==> src/rtl/charger_regs_defs.vh <==
// Constants for the charger configuration register bank.
// Assumes inclusion by the bank module; definitions only.
`ifndef CHARGER_REGS_DEFS_VH
`define CHARGER_REGS_DEFS_VH

// Register addresses
`define ADDR_CHARGE_CONTROL   8'h01
`define ADDR_FLOAT_VOLTAGE    8'h02
`define ADDR_CHIP_ID          8'h03
`define ADDR_CHIP_ID_ALT      8'h3B
`define ADDR_CHARGE_CURRENT   8'h04

// Reset values
`define RST_CHARGE_CONTROL    8'h30
`define RST_FLOAT_VOLTAGE     8'h0A
`define RST_CHARGE_CURRENT    8'h89

// Field positions
`define CC_INPUT_CURRENT_LIMIT_HI           7
`define CC_INPUT_CURRENT_LIMIT_LO           6
`define CC_WEAK_HI            5
`define CC_WEAK_LO            4
`define CC_TERM_EN            3
`define CC_CHG_DIS            2
`define CC_HIZ                1
`define CC_BOOST              0
`define FV_VOLT_HI            7
`define FV_VOLT_LO            2
`define FV_PIN_POL            1
`define FV_PIN_EN             0
`define IB_PARAM_RST          7
`define IB_MAX_HI             6
`define IB_MAX_LO             4
`define IB_RSVD               3
`define IB_TERM_HI            2
`define IB_TERM_LO            0

// Serial bus framing
`define BITS_PER_BYTE         4'h8
`define DEV_ADDR_DEFAULT      7'h6A

`endif

==> src/rtl/charger_config_register_bank.v <==
// Charger configuration and identification registers behind a serial two-wire slave.
// Assumes scl and sda inputs already synchronous to clk_sys and far slower than it.
//
// Function
// Charge control register resets to 30h; all its fields read and write.
// Charge control bits 7:6 select the input current limit.
// Charge control bits 5:4 select weak-battery threshold, 3.4 V to 3.7 V.
// Charge control bit 3 enables charge-current termination when one.
// Bit 2 one disables charger; bit 1 high-impedance; bit 0 boost mode.
// Output voltage register resets to 0Ah, float field 000010 meaning 3.54 V.
// Output voltage bits 7:2 set float voltage, 3.5 V plus 20 mV steps.
// Bit 1 sets boost-request pin polarity; bit 0 enables that pin.
// Identification register reads at two addresses, read-only, supplier code in 7:5.
// Identification bits 4:3 return a read-only part-number code.
// Identification bits 2:0 return the read-only minor revision.
// Charge current register resets to 89h.
// Writing one to charge current bit 7 restores charge parameters to defaults.
// Writing zero to that bit does nothing; it always reads one.
// Charge current bits 6:4 program the maximum charge current.
// Charge current bits 2:0 set the termination current.
// Host reads by sending address, repeated start, then device address with read.
`timescale 1ns/1ps
`default_nettype none
`include "charger_regs_defs.vh"

module charger_config_register_bank #(
	parameter [6:0] DEV_ADDR     = `DEV_ADDR_DEFAULT,
	parameter [2:0] VENDOR_CODE  = 3'h1,  // Arbitrary value
	parameter [1:0] PART_NUMBER  = 2'h0,  // Arbitrary value
	parameter [2:0] REVISION     = 3'h0   // Arbitrary value
) (
	input  wire       clk_sys,
	input  wire       nrst,
	input  wire       clkEn,
	input  wire       sclIn,
	input  wire       sdaIn,
	output wire       sdaOut,
	output wire       sdaOe,
	output wire [1:0] inputCurrentLimit,
	output wire [1:0] weakBatteryThreshold,
	output wire       terminationEnable,
	output wire       chargerDisable,
	output wire       highImpedanceSelect,
	output wire       boostSelect,
	output wire [5:0] floatVoltageField,
	output wire       boostPinPolarity,
	output wire       boostPinEnable,
	output wire [2:0] maxChargeCurrent,
	output wire [2:0] terminationCurrent
);

	localparam [8:0] S_IDLE    = 9'h001;
	localparam [8:0] S_DEVADDR = 9'h002;
	localparam [8:0] S_ACKA    = 9'h004;
	localparam [8:0] S_REGADDR = 9'h008;
	localparam [8:0] S_ACKR    = 9'h010;
	localparam [8:0] S_WDATA   = 9'h020;
	localparam [8:0] S_ACKW    = 9'h040;
	localparam [8:0] S_RDATA   = 9'h080;
	localparam [8:0] S_RACK    = 9'h100;

	reg [8:0] state_reg;
	reg [3:0] bitCnt_reg;
	reg [7:0] shift_reg;
	reg [7:0] ptr_reg;
	reg       readDir_reg;
	reg       hostNack_reg;
	reg       sdaOe_reg;
	reg       sdaOut_reg;
	reg       sclPrev_reg;
	reg       sdaPrev_reg;
	reg [7:0] chargeControl_reg;
	reg [7:0] floatVoltage_reg;
	reg [7:0] chargeCurrent_reg;
	reg [7:0] readData_next;
	reg [7:0] chargeControl_next;
	reg [7:0] floatVoltage_next;
	reg [7:0] chargeCurrent_next;

	wire startSeen;
	wire stopSeen;
	wire sclRise;
	wire sclFall;
	wire sclHigh;
	wire byteDone;
	wire writeStrobe;

	////////////////////////////////////////////////////////////////////////////////
	// Bus events

	// History regs freeze with clkEn, so a line change made during the freeze shows as an edge on resume
	assign sclHigh     = sclPrev_reg & sclIn;
	assign startSeen   = sclHigh & sdaPrev_reg & ~sdaIn;
	assign stopSeen    = sclHigh & ~sdaPrev_reg & sdaIn;
	assign sclRise     = ~sclPrev_reg & sclIn;
	assign sclFall     = sclPrev_reg & ~sclIn;
	assign byteDone    = (bitCnt_reg == `BITS_PER_BYTE);
	// A byte cut short by START or STOP never reaches the strobe
	assign writeStrobe = sclFall & (state_reg == S_WDATA) & byteDone;

	////////////////////////////////////////////////////////////////////////////////
	// Read multiplexer

	always @* begin
		case (ptr_reg)
			`ADDR_CHARGE_CONTROL: readData_next = chargeControl_reg;
			`ADDR_FLOAT_VOLTAGE:  readData_next = floatVoltage_reg;
			`ADDR_CHIP_ID,
			`ADDR_CHIP_ID_ALT:    readData_next = {VENDOR_CODE, PART_NUMBER, REVISION};  // see R9 see R10
			`ADDR_CHARGE_CURRENT: begin
				// Reset bit and reserved bit always read as one
				readData_next = chargeCurrent_reg;
				readData_next[`IB_PARAM_RST] = 1'b1;
				readData_next[`IB_RSVD] = 1'b1;
			end
			default:              readData_next = 8'h00;
		endcase
	end

	////////////////////////////////////////////////////////////////////////////////
	// Register write decode

	always @* begin
		chargeControl_next = chargeControl_reg;
		floatVoltage_next  = floatVoltage_reg;
		chargeCurrent_next = chargeCurrent_reg;
		if (writeStrobe) begin
			case (ptr_reg)
				`ADDR_CHARGE_CONTROL: begin
					chargeControl_next = shift_reg;  // see R2 see R3 see R4
				end
				`ADDR_FLOAT_VOLTAGE: begin
					floatVoltage_next = shift_reg;  // see R7
				end
				`ADDR_CHARGE_CURRENT: begin
					if (shift_reg[`IB_PARAM_RST]) begin
						// Safety limits live elsewhere and are untouched
						chargeControl_next = `RST_CHARGE_CONTROL;
						floatVoltage_next  = `RST_FLOAT_VOLTAGE;
						chargeCurrent_next = `RST_CHARGE_CURRENT;
					end else begin
						chargeCurrent_next = {1'h1,
							shift_reg[`IB_MAX_HI:`IB_MAX_LO], 1'h1,
							shift_reg[`IB_TERM_HI:`IB_TERM_LO]};  // see R14 see R15
					end
				end
				default: begin
					// Read-only and unmapped addresses ignore writes
				end
			endcase
		end
	end

	////////////////////////////////////////////////////////////////////////////////
	// Slave engine

	always @(posedge clk_sys) begin
		if (!nrst) begin
			state_reg         <= S_IDLE;
			bitCnt_reg        <= 4'h0;
			shift_reg         <= 8'h00;
			ptr_reg           <= 8'h00;
			readDir_reg       <= 1'b0;
			hostNack_reg      <= 1'b0;
			sdaOe_reg         <= 1'b0;
			sdaOut_reg        <= 1'b0;
			sclPrev_reg       <= 1'b1;
			sdaPrev_reg       <= 1'b1;
		end else if (clkEn) begin
			sclPrev_reg <= sclIn;
			sdaPrev_reg <= sdaIn;
			sdaOut_reg  <= 1'b0;
			if (startSeen) begin
				// Repeated start keeps the pointer so a read follows the address write
				state_reg  <= S_DEVADDR;
				bitCnt_reg <= 4'h0;
				sdaOe_reg  <= 1'b0;
			end else if (stopSeen) begin
				state_reg <= S_IDLE;
				sdaOe_reg <= 1'b0;
			end else if (sclRise) begin
				case (state_reg)
					S_DEVADDR, S_REGADDR, S_WDATA: begin
						shift_reg  <= {shift_reg[6:0], sdaIn};
						bitCnt_reg <= bitCnt_reg + 4'h1;
					end
					S_RDATA: begin
						shift_reg  <= {shift_reg[6:0], 1'b0};
						bitCnt_reg <= bitCnt_reg + 4'h1;
					end
					S_RACK: begin
						hostNack_reg <= sdaIn;
					end
					default: begin
					end
				endcase
			end else if (sclFall) begin
				case (state_reg)
					S_DEVADDR: begin
						if (bitCnt_reg == `BITS_PER_BYTE) begin
							if (shift_reg[7:1] == DEV_ADDR) begin
								readDir_reg <= shift_reg[0];
								sdaOe_reg   <= 1'b1;
								state_reg   <= S_ACKA;
							end else begin
								state_reg <= S_IDLE;
							end
						end
					end
					S_ACKA: begin
						bitCnt_reg <= 4'h0;
						if (readDir_reg) begin
							shift_reg <= readData_next;
							sdaOe_reg <= ~readData_next[7];
							state_reg <= S_RDATA;
						end else begin
							sdaOe_reg <= 1'b0;
							state_reg <= S_REGADDR;
						end
					end
					S_REGADDR: begin
						if (bitCnt_reg == `BITS_PER_BYTE) begin
							ptr_reg   <= shift_reg;
							sdaOe_reg <= 1'b1;
							state_reg <= S_ACKR;
						end
					end
					S_ACKR, S_ACKW: begin
						sdaOe_reg  <= 1'b0;
						bitCnt_reg <= 4'h0;
						state_reg  <= S_WDATA;
					end
					S_WDATA: begin
						if (bitCnt_reg == `BITS_PER_BYTE) begin
							sdaOe_reg <= 1'b1;
							state_reg <= S_ACKW;
						end
					end
					S_RDATA: begin
						if (bitCnt_reg == `BITS_PER_BYTE) begin
							sdaOe_reg <= 1'b0;
							state_reg <= S_RACK;
						end else begin
							sdaOe_reg <= ~shift_reg[7];
						end
					end
					S_RACK: begin
						bitCnt_reg <= 4'h0;
						if (hostNack_reg) begin
							sdaOe_reg <= 1'b0;
							state_reg <= S_IDLE;
						end else begin
							// No auto-increment: repeated reads return the same register
							shift_reg <= readData_next;
							sdaOe_reg <= ~readData_next[7];
							state_reg <= S_RDATA;
						end
					end
					default: begin
						sdaOe_reg <= 1'b0;
					end
				endcase
			end
		end
	end

	////////////////////////////////////////////////////////////////////////////////
	// Register file

	// Whole bytes kept once, so read mux and field outputs share one copy
	// Parameter reset and nrst load the same defaults
	always @(posedge clk_sys) begin
		if (!nrst) begin
			chargeControl_reg <= `RST_CHARGE_CONTROL;
			floatVoltage_reg  <= `RST_FLOAT_VOLTAGE;
			chargeCurrent_reg <= `RST_CHARGE_CURRENT;
		end else if (clkEn) begin
			chargeControl_reg <= chargeControl_next;
			floatVoltage_reg  <= floatVoltage_next;
			chargeCurrent_reg <= chargeCurrent_next;
		end
	end

	////////////////////////////////////////////////////////////////////////////////
	// Outputs

	assign sdaOut               = sdaOut_reg;
	assign sdaOe                = sdaOe_reg;
	assign inputCurrentLimit    = chargeControl_reg[`CC_INPUT_CURRENT_LIMIT_HI:`CC_INPUT_CURRENT_LIMIT_LO];
	assign weakBatteryThreshold = chargeControl_reg[`CC_WEAK_HI:`CC_WEAK_LO];
	assign terminationEnable    = chargeControl_reg[`CC_TERM_EN];
	assign chargerDisable       = chargeControl_reg[`CC_CHG_DIS];
	assign highImpedanceSelect  = chargeControl_reg[`CC_HIZ];
	assign boostSelect          = chargeControl_reg[`CC_BOOST];
	assign floatVoltageField    = floatVoltage_reg[`FV_VOLT_HI:`FV_VOLT_LO];
	assign boostPinPolarity     = floatVoltage_reg[`FV_PIN_POL];
	assign boostPinEnable       = floatVoltage_reg[`FV_PIN_EN];
	assign maxChargeCurrent     = chargeCurrent_reg[`IB_MAX_HI:`IB_MAX_LO];
	assign terminationCurrent   = chargeCurrent_reg[`IB_TERM_HI:`IB_TERM_LO];

endmodule // charger_config_register_bank
`default_nettype wire

==> config.mk <==
export PLATFORM = sky130hd
export DESIGN_NAME = charger_config_register_bank
export DESIGN_NICKNAME = d
export VERILOG_FILES = /design/src/rtl/charger_config_register_bank.v
export VERILOG_INCLUDE_DIRS = /design/src /design/src/rtl
export SDC_FILE = /design/constraint.sdc
export NUM_CORES = 1
export LEC_CHECK = 0
export BUFFER_PORTS_ARGS = -buffer_cell sky130_fd_sc_hd__buf_4
export CAP_MARGIN = 15
export CELL_PAD_IN_SITES_DETAIL_PLACEMENT = 0
export CELL_PAD_IN_SITES_GLOBAL_PLACEMENT = 1
export CORE_MARGIN = 4
export CORE_UTILIZATION = 48
export DETAILED_ROUTE_END_ITERATION = 6
export GPL_TIMING_DRIVEN = 0
export PLACE_DENSITY = 0.85
export RECOVER_POWER = 25
export SLEW_MARGIN = 15
export SYNTH_ARGS = -nofsm -noshare
export SYNTH_HDL_FRONTEND = slang
export SYNTH_SLANG_ARGS = --single-unit
export TNS_END_PERCENT = 5
==> constraint.sdc <==
create_clock -name clk_sys -period 3.7 [get_ports clk_sys]
set_input_delay 0.37 -clock clk_sys [delete_from_list [all_inputs] [get_ports clk_sys]]
set_output_delay 0.37 -clock clk_sys [all_outputs]
set_load 0.005 [all_outputs]
==> impl_metrics.py, run 1 <==
metrics = {
    "power_and_ir_drop": {
        "power_density_nw_per_um2": 303.0,
        "p_leak_uw": 0.001218,
        "ir_drop_v": 0.0002176,
    },
    "drt": {
        "drc": 0,
        "vias": 2995,
        "drt_pre_antenna_iters": 5,
        "viasPerCell": 6.125,
        "finalWirelength_um": 8891,
        "wire_per_inst_um": 18.18,
        "drt_iter0_markers": 156,
        "antenna_left": 0,
    },
    "run": {
        "maxCapViolCount": 0,
    },
    "worst_setup_path": {
        "critPathSlowestCell": "nor4b_1",
        "critical_path_class": "flop to flop",
        "startpoint": "ptr_reg[2]$_SDFFE_PN0P_",
        "reg2reg_setup_slack_ps": 840,
        "worstPathArrival_ps": 3040,
        "cp.depth": 8,
        "end_kind": "flop",
        "start_kind": "flop",
        "worst_r2r_path_depth": 8,
        "cp_top_family": "simple AND/OR/NAND/NOR gates",
        "r2r-end": "floatVoltage_reg[1]$_SDFFE_PN1P_",
        "r2r_start": "ptr_reg[2]$_SDFFE_PN0P_",
        "max_stage_delay_ps": 920,
        "crit_buf_inv": 2,
        "worstPathRequired_ps": 3880,
        "critPathMaxFanout": 9,
        "crit_path_frequent_cell": "buf_2",
        "cp_cell_sequence": "nor2b_1 > buf_2 > nor4b_1 > a21oi_1 > or2_1 > buf_2 > nor3_1 > o21ai_1",
    },
    "sta": {
        "final-setup-viol-count": 0,
        "finalHoldViolations": 0,
        "fmax_mhz": 349.8,
        "post-route-min-period_ps": 2859,
        "slew_viol_final": 0,
        "rsz0062_at_grt": "no",
        "period_share_pct": 77.26,
        "finalSetupTns_ps": 0,
        "worst_pin_slew_ps": 1156,
        "skew_ps": 9.118,
        "slew_headroom_pct": 22.25,
        "whs_ps": 303.9,
    },
    "clock_tree": {
        "clk-insertion-delay-late_ps": 310,
        "clk_pin_slew_ps": 110,
        "htree_levels": 2,
        "cts_sinks": 56,
        "post_cts_resized": 0,
        "tritoncts": "built",
        "cts_setup_buffers": 0,
        "clockBufferDepth": 2,
        "cts_hold_buf": 0,
        "root_buffer": "clkbuf_8",
        "tritoncts.num_buffers": 5,
    },
    "grt": {
        "track_usage_pct": 24.40,
        "grt_pass1_vias": 2836,
        "grt_first_pass_wirelength_um": 14730,
        "grt_max_degree": 18,
        "antenna_found_initial": 0,
        "grt.overflow.total": 0,
    },
    "synthesis": {
        "syn_nets": 391,
        "synthDominantCellAreaShare_pct": 36.50,
        "synth_top_area_cell": "dfxtp_1",
        "synth_area_per_cell_sq_um": 8.062,
        "synth_area_sq_um": 3072,
        "async_flop_share_pct": 0,
        "yosys_warnings": 0,
        "synthFlopType": "dfxtp_1",
        "synth.ff_latch_count": 56,
        "ys_seq_area_share_pct": 36.50,
        "netlist_top_cells_area": "dfxtp_1 36%, nand2_1 6.4%, mux2i_1 6.2%",
        "yosysUniqueCellTypes": 64,
        "synthCells": 381,
        "synth-edff-count": 0,
    },
    "hold_path": {
        "hold_depth": 3,
        "min_from": "sclIn",
        "hold_class": "primary input to flop",
        "hold_end": "sclPrev_reg$_SDFFE_PN1P_",
    },
    "final_layout": {
        "largest_reg_flops": 9,
        "areaGrowthSynthToFinish_pct": 12.10,
        "seqCellArea_sq_um": 1121,
        "multi_input_area_sq_um": 1804,
        "final_layout_size_suffix_gt1_share_pct": 13.29,
        "final_nets": 423,
        "fill_cells": 597,
        "num_antenna_cells": 0,
    },
    "placed_design": {
        "hpwl_um": 6293,
        "port_buffers": 25,
        "finalWeightedCongestion": 0.9298,
    },
    "die": {
        "design.die.area_sq_um": 7743,
        "initial_core_util_pct": 50.68,
        "num_rows": 28,
        "core_sq_um": 6061,
        "dieWidth_um": 88.00,
        "boundaryPins": 29,
        "die_h_um": 88.00,
    },
    "run_status": {
        "status": "finished, final reports clean",
    },
}
-- synth_stat cells, types with 3 or more instances --
| library cell | count |
|---|---|
| o21ai_1 | 6 |
| nor2_1 | 25 |
| nor4_1 | 4 |
| or4_1 | 3 |
| or2_2 | 3 |
| o22ai_1 | 3 |
| nand2b_1 | 4 |
| nor3_1 | 10 |
| nor2b_1 | 6 |
| o211ai_1 | 13 |
| nand3b_1 | 5 |
| buf_2 | 6 |
| inv_1 | 8 |
| clkbuf_1 | 17 |
| a22oi_1 | 7 |
| nand3_1 | 19 |
| nand4_1 | 3 |
| or3_1 | 8 |
| mux2i_1 | 19 |
| nand2_1 | 52 |
| dfxtp_1 | 56 |
| o21ai_0 | 13 |
| a21oi_1 | 36 |
| ha_1 | 5 |
-- tightest hold or removal path: stages --
cell and delay [ps]:
buf_4 100, nand2_1 50, o211ai_1 60
-- worst max path at each step --
| stage | to | slack (ps) |
|---|---|---|
| global placement | state_reg[2]$_SDFFE_PN0P_ | 720 |
| CTS | floatVoltage_reg[1]$_SDFFE_PN1P_ | 870 |
| global route | floatVoltage_reg[1]$_SDFFE_PN1P_ | 620 |
| finish | floatVoltage_reg[1]$_SDFFE_PN1P_ | 840 |
| floorplan | floatVoltage_reg[1]$_SDFFE_PN1P_ | 1540 |
| detailed placement | floatVoltage_reg[1]$_SDFFE_PN1P_ | 900 |
-- area by class of cell --
class | count | area share, %
repair buffers | 25 | 5.233
multi-input cells | 291 | 52.40
well taps | 75 | 2.725
clock buffers | 6 | 2.398
inverters | 9 | 0.9811
clock inverters | 2 | 0.4360
flip-flops and latches | 56 | 32.56
plain buffers | 25 | 3.270
-- per-layer routing --
| metal | routed length [um] | part of all wire, % | global-route usage [%] | up-vias |
|---|---|---|---|---|
| met5 | 0 | 0 | 0 | - |
| met4 | 104 | 1.2 | 7.252 | 0 |
| met3 | 486 | 5.5 | 4.233 | 14 |
| met2 | 4294 | 48 | 40.55 | 101 |
| met1 | 4006 | 45 | 32.33 | 1429 |
| li1 | - | - | - | 1451 |
-- placed cells by master (no fill, tap or decap), drive strengths merged, types with 2 or more instances in the layout --
cell,n
nor4b,3
nor4bb,2
mux2i,19
ha,5
o21ai,19
or3,8
nand3,19
a221o,2
inv,9
clkbuf,42
o211ai,13
nor2b,6
buf,14
nand3b,5
o2111ai,2
or2,5
a22oi,7
nand4,3
o22ai,3
nor2,27
dfxtp,56
nor4,8
and3b,2
or4,4
nor3b,2
a21oi,36
nand2b,4
clkinvlp,2
nand2,52
nor3,11
-- where the power goes --
part / internal (uW) / total [uW] / leakage (uW) / switching, uW
clock: 152 / 366 / 0.0000434 / 214
sequential: 605 / 608 / 0.000452 / 3.18
combinational: 19.9 / 69.4 / 0.000722 / 49.5
-- through the flow --
step                setup WS (ps)  power (uW)  utilization [%]  area, sq um  cells
floorplan                    1541       667.8                -         3072    381
global placement            715.9       689.7            55.33         3353    481
detailed placement          897.9       689.3            55.33         3353    481
CTS                         865.4        1053            56.94         3451    489
global route                620.8        1086            56.81         3443    489
finish                      841.3        1043            56.81         3443    489
-- kinds of logic after synthesis --
group	after synthesis	share of synthesized area, %
mux	20	6.558
simple gates	168	30.14
other cells	1	0.1221
buf+inv	34	4.766
compound gates	95	19.31
flops	56	36.50
xor+xnor	2	0.5704
fa+ha+maj	5	2.037
No activity file was read; power rests on OpenSTA's default activity.
==> inputs of run 2 (changes only) <==
--- a/config.mk
+++ b/config.mk
@@ -11,10 +11,10 @@
 export CELL_PAD_IN_SITES_DETAIL_PLACEMENT = 0
 export CELL_PAD_IN_SITES_GLOBAL_PLACEMENT = 1
 export CORE_MARGIN = 4
-export CORE_UTILIZATION = 48
+export CORE_UTILIZATION = 44
 export DETAILED_ROUTE_END_ITERATION = 6
 export GPL_TIMING_DRIVEN = 0
-export PLACE_DENSITY = 0.85
+export PLACE_DENSITY = 0.79
 export RECOVER_POWER = 25
 export SLEW_MARGIN = 15
 export SYNTH_ARGS = -nofsm -noshare
==> constraint.sdc (replaced) <==
create_clock -name clk_sys -period 2.95 [get_ports clk_sys]
set_input_delay 0.295 -clock clk_sys [delete_from_list [all_inputs] [get_ports clk_sys]]
set_output_delay 0.295 -clock clk_sys [all_outputs]
set_load 0.005 [all_outputs]
==> run 2 against run 1 <==
Cell count rose by 4.1%. Highest routed layer unchanged. Global-route usage fell by 2.8 points. Critical path depth did not move. Critical endpoint is now chargeControl_reg[5]$_SDFFE_PN1P_. Clock skew rose by 0.55 ps. Via count fell by 2.1%.
==> impl_metrics.py, run 2 (same netlist as run 1, synthesis figures left out) <==
metrics = {
    "grt": {
        "track_usage_pct": 21.60,
        "grt_pass1_vias": 2729,
        "antenna_found_initial": 0,
        "grt_first_pass_wirelength_um": 14520,
        "grt.overflow.total": 0,
        "grt_max_degree": 16,
    },
    "sta": {
        "fmax_mhz": 381.1,
        "slew_viol_final": 0,
        "final-setup-viol-count": 0,
        "worst_pin_slew_ps": 791.6,
        "rsz0062_at_grt": "no",
        "finalHoldViolations": 0,
        "post-route-min-period_ps": 2624,
        "finalSetupTns_ps": 0,
        "period_share_pct": 88.95,
        "slew_headroom_pct": 46.74,
        "skew_ps": 9.666,
        "finalWorstSetupSlack_ps": 325.9,
    },
    "die": {
        "boundaryPins": 29,
        "core_sq_um": 6794,
        "initial_core_util_pct": 45.21,
        "die_h_um": 91.56,
        "dieWidth_um": 91.56,
        "num_rows": 30,
        "design.die.area_sq_um": 8382,
    },
    "power_and_ir_drop": {
        "power_switching_uw": 321.2,
        "power_density_nw_per_um2": 377.4,
        "ir_drop_v": 0.0001602,
        "p_int_uw": 993.8,
        "clockPowerShare_pct": 35.5,
        "power_frac_comb_pct": 6.5,
        "seq_power_share_pct": 58.0,
        "p_leak_uw": 0.001232,
        "switching_share_pct": 24.43,
    },
    "placed_design": {
        "finalWeightedCongestion": 0.9011,
        "port_buffers": 25,
        "hpwl_um": 6495,
        "post-place-ws_ps": 236.6,
        "dp_cells": 502,
    },
    "clock_tree": {
        "tritoncts.num_buffers": 5,
        "clk-insertion-delay-late_ps": 310,
        "clockBufferDepth": 2,
        "cts_setup_buffers": 0,
        "cts_sinks": 56,
        "root_buffer": "clkbuf_8",
        "htree_levels": 2,
        "tritoncts": "built",
        "clk_pin_slew_ps": 100,
    },
    "worst_setup_path": {
        "end_kind": "flop",
        "critical_path_class": "flop to flop",
        "start_kind": "flop",
        "worstPathArrival_ps": 2800,
        "worstPathRequired_ps": 3130,
        "critPathMaxFanout": 9,
    },
    "drt": {
        "drt_iter0_markers": 239,
        "finalWirelength_um": 8815,
        "wl_met3_um": 450,
        "drt-met1-wl_um": 3867,
        "routed-wl-met2_um": 4236,
        "viasPerCell": 5.762,
        "top_layer_used": "met4",
        "drt_pre_antenna_iters": 4,
        "drc": 0,
        "wire_per_inst_um": 17.32,
        "vias": 2933,
        "antenna_left": 0,
    },
    "run": {
        "maxCapViolCount": 0,
    },
    "final_layout": {
        "final_nets": 423,
        "largest_reg_flops": 9,
        "num_antenna_cells": 0,
        "fin_util_pct": 51.29,
        "final_cell_mix": "56 x dfxtp_1, 52 x nand2_1, 36 x a21oi_1",
        "areaGrowthSynthToFinish_pct": 13.44,
        "final_layout_size_suffix_gt1_share_pct": 13.80,
        "final_common_cell": "dfxtp_1",
        "fin_cells": 509,
    },
    "hold_path": {
        "hold_class": "primary input to flop",
    },
    "run_status": {
        "status": "finished, final reports clean",
    },
}
## run 2: metrics by stage
step	hold slack, ps	total power [uW]	cell area, sq um
floorplan	423.6	837.6	3072
global placement	460.7	865.3	3379
detailed placement	462.4	865.1	3379
CTS	225.1	1324	3476
global route	246.9	1366	3485
finish	221.3	1315	3485
## run 2: routing by layer
layer / global-route usage, % / vias up
met2: 36.64 / 94
met3: 3.231 / 18
met5: 0 / -
met4: 8.668 / 0
li1: - / 1441
met1: 27.25 / 1380
## run 2: critical path, stage by stage (launching register included)
cell and delay, ps:
dfxtp_1 310, clkbuf_1 210, nor3_1 420, nand2_1 140
or3_1 500, or3_1 380, clkbuf_1 240, nor3_1 200
o21ai_1 80
## run 2: worst paths after layout
kind | startpoint | end | slack (ps) | cells after the start
worst max-delay path | state_reg[2]$_SDFFE_PN0P_ | chargeControl_reg[5]$_SDFFE_PN1P_ | 330 | 8
worst min-delay path | sclIn | sclPrev_reg$_SDFFE_PN1P_ | 220 | 3
worst max register to register | state_reg[2]$_SDFFE_PN0P_ | chargeControl_reg[5]$_SDFFE_PN1P_ | 330 | 8
worst min register to register | floatVoltage_reg[7]$_SDFFE_PN0P_ | floatVoltage_reg[7]$_SDFFE_PN0P_ | 480 | 2
## run 2: cell type report
type                            instances  area [sq um]
Clock buffer                            7         96.34
Tap cell                               96         120.1
Inverter                                9         33.78
Multi-Input combinational cell        291          1817
Timing Repair Buffer                   25         183.9
Sequential cell                        56          1121
Fill cell                             693          3309
Buffer                                 25         112.6
## run 2: what timing repair did
item / 4_1_cts / 5_1_grt
hold buffers: 0 / 0
resized for setup: 0 / 1
endpoints found under the setup margin: 0 / 4
## run 2: power groups by stage
stage | Sequential, uW | Combinational [uW] | Clock, uW
after floorplan | 779 | 58.9 | 0
after global placement | 780 | 85.7 | 0
after detailed placement | 780 | 85.4 | 0
after CTS | 762 | 85.8 | 476
after global routing | 763 | 93.6 | 509
final | 762 | 86.1 | 467
==> inputs of run 3 (changes only) <==
--- a/config.mk
+++ b/config.mk
@@ -10,6 +10,7 @@
 export CAP_MARGIN = 15
 export CELL_PAD_IN_SITES_DETAIL_PLACEMENT = 0
 export CELL_PAD_IN_SITES_GLOBAL_PLACEMENT = 1
+export CORE_ASPECT_RATIO = 1.2
 export CORE_MARGIN = 4
 export CORE_UTILIZATION = 44
 export DETAILED_ROUTE_END_ITERATION = 6
==> run 3 against run 2 <==
Register-to-register slack got worse by 30 ps. Clock skew about the same. Setup slack got worse by 34 ps. Flip-flop and latch count unchanged. Combinational power about the same. Clock power decreased by 2%. Cell count decreased by 1.6%. Hold slack improved by 12 ps. Critical path type unchanged.
==> impl_metrics.py, run 3 (same netlist as run 1, synthesis figures left out) <==
metrics = {
    "worst_setup_path": {
        "worstPathArrival_ps": 2880,
        "r2r_start": "sdaPrev_reg$_SDFFE_PN1P_",
        "critPathSlowestCell": "o32ai_1",
        "worst_r2r_path_depth": 7,
        "start_kind": "flop",
        "r2r-end": "state_reg[2]$_SDFFE_PN0P_",
        "reg2reg_setup_slack_ps": 290,
        "max_stage_delay_ps": 710,
        "critPathMaxFanout": 10,
        "end_kind": "flop",
        "critical_path_class": "flop to flop",
        "worstPathRequired_ps": 3170,
        "cp_cell_sequence": "nor2b_1 > o21ai_1 > nand3_1 > o32ai_1 > buf_2 > nor2_1 > o221a_2",
    },
    "die": {
        "design.die.area_sq_um": 8388,
        "boundaryPins": 29,
        "dieWidth_um": 84.28,
        "core_sq_um": 6813,
        "die_h_um": 99.53,
        "num_rows": 33,
        "initial_core_util_pct": 45.09,
    },
    "drt": {
        "wire_per_inst_um": 17.56,
        "drt_iter0_markers": 178,
        "antenna_left": 0,
        "drc": 0,
        "vias": 2933,
        "finalWirelength_um": 8800,
        "viasPerCell": 5.854,
        "drt_pre_antenna_iters": 6,
    },
    "placed_design": {
        "dpl_cell_area_sq_um": 3368,
        "post-place-ws_ps": 69.32,
        "hpwl_um": 6452,
        "finalWeightedCongestion": 0.8851,
        "port_buffers": 25,
    },
    "grt": {
        "grt.overflow.total": 0,
        "grt_first_pass_wirelength_um": 14520,
        "antenna_found_initial": 0,
        "grt_pass1_vias": 2863,
        "track_usage_pct": 21.29,
        "grt_max_degree": 18,
    },
    "sta": {
        "fmax_mhz": 376.3,
        "slew_viol_final": 0,
        "final-setup-viol-count": 0,
        "slew_headroom_pct": 43.52,
        "finalSetupTns_ps": 0,
        "rsz0062_at_grt": "no",
        "worst_pin_slew_ps": 839.5,
        "finalHoldViolations": 0,
        "post-route-min-period_ps": 2658,
        "finalWorstSetupSlack_ps": 292.4,
        "skew_ps": 9.750,
        "period_share_pct": 90.09,
    },
    "clock_tree": {
        "cts_setup_buffers": 0,
        "cts_hold_buf": 0,
        "clockBufferDepth": 2,
        "tritoncts.num_buffers": 5,
        "clk-insertion-delay-late_ps": 310,
        "clk_pin_slew_ps": 110,
        "cts_sinks": 56,
        "post_cts_resized": 0,
        "root_buffer": "clkbuf_8",
        "tritoncts": "built",
        "htree_levels": 2,
    },
    "power_and_ir_drop": {
        "total_power_uw": 1307,
        "ir_drop_v": 0.0001795,
        "p_leak_uw": 0.001237,
        "power_density_nw_per_um2": 376.0,
    },
    "run_status": {
        "status": "finished, final reports clean",
    },
    "final_layout": {
        "areaGrowthSynthToFinish_pct": 13.20,
        "largest_reg_flops": 9,
        "finalInstanceArea_sq_um": 3477,
        "final_layout_size_suffix_gt1_share_pct": 14.25,
        "num_antenna_cells": 0,
        "final_cell_mix": "56 x dfxtp_1, 52 x nand2_1, 36 x a21oi_1",
        "fin_util_pct": 51.04,
        "final_nets": 423,
        "final_common_cell": "dfxtp_1",
    },
    "run": {
        "maxCapViolCount": 0,
    },
    "hold_path": {
        "hold_class": "primary input to flop",
        "hold_depth": 3,
        "hold_end": "sdaPrev_reg$_SDFFE_PN1P_",
        "min_from": "sdaIn",
    },
}
[run 3: through the flow]
| stage | hold WS, ps | instances |
|---|---|---|
| 6_report | 233.1 | 501 |
| 5_1_grt | 257.8 | 501 |
| 4_1_cts | 230.8 | 501 |
| 3_5_place_dp | 461.9 | 493 |
| 3_3_place_gp | 457.1 | 493 |
| 2_1_floorplan | 423.6 | 381 |
[run 3: worst max-delay path by stage]
stage | startpoint | end | cells past startpoint
after floorplan | ptr_reg[3]$_SDFFE_PN0P_ | floatVoltage_reg[1]$_SDFFE_PN1P_ | 7
after global placement | ptr_reg[2]$_SDFFE_PN0P_ | floatVoltage_reg[1]$_SDFFE_PN1P_ | 8
after detailed placement | ptr_reg[2]$_SDFFE_PN0P_ | floatVoltage_reg[1]$_SDFFE_PN1P_ | 8
after CTS | ptr_reg[2]$_SDFFE_PN0P_ | floatVoltage_reg[1]$_SDFFE_PN1P_ | 8
after global routing | sdaPrev_reg$_SDFFE_PN1P_ | state_reg[2]$_SDFFE_PN0P_ | 7
final | sdaPrev_reg$_SDFFE_PN1P_ | state_reg[2]$_SDFFE_PN0P_ | 7
[run 3: power by group]
part / internal (uW) / switching, uW
Sequential: 759 / 3.80
Clock: 193 / 266
Combinational: 25.0 / 61.2
[run 3: final cells by class]
class | instances | area [sq um]
inverters | 9 | 33.78
plain buffers | 25 | 112.6
multi-input cells | 291 | 1817
repair buffers | 25 | 187.7
clock buffers | 6 | 82.58
fillers | 716 | 3336
flip-flops and latches | 56 | 1121
well taps | 87 | 108.9
clock inverters | 2 | 13.76
[run 3: metal layers]
| layer | global-route usage (%) | wire (um) |
|---|---|---|
| met1 | 26.45 | 3748 |
| met2 | 37.85 | 4420 |
| met3 | 2.651 | 430 |
| met4 | 7.302 | 200 |
| met5 | 0 | 0 |
[run 3: critical path: cells and delay by family (launching register included)]
| kind | cells | cell delay (ps) |
|---|---|---|
| compound gates | 3 | 1410 |
| simple gates | 3 | 480 |
| flops | 1 | 340 |
| buf+inv | 1 | 340 |
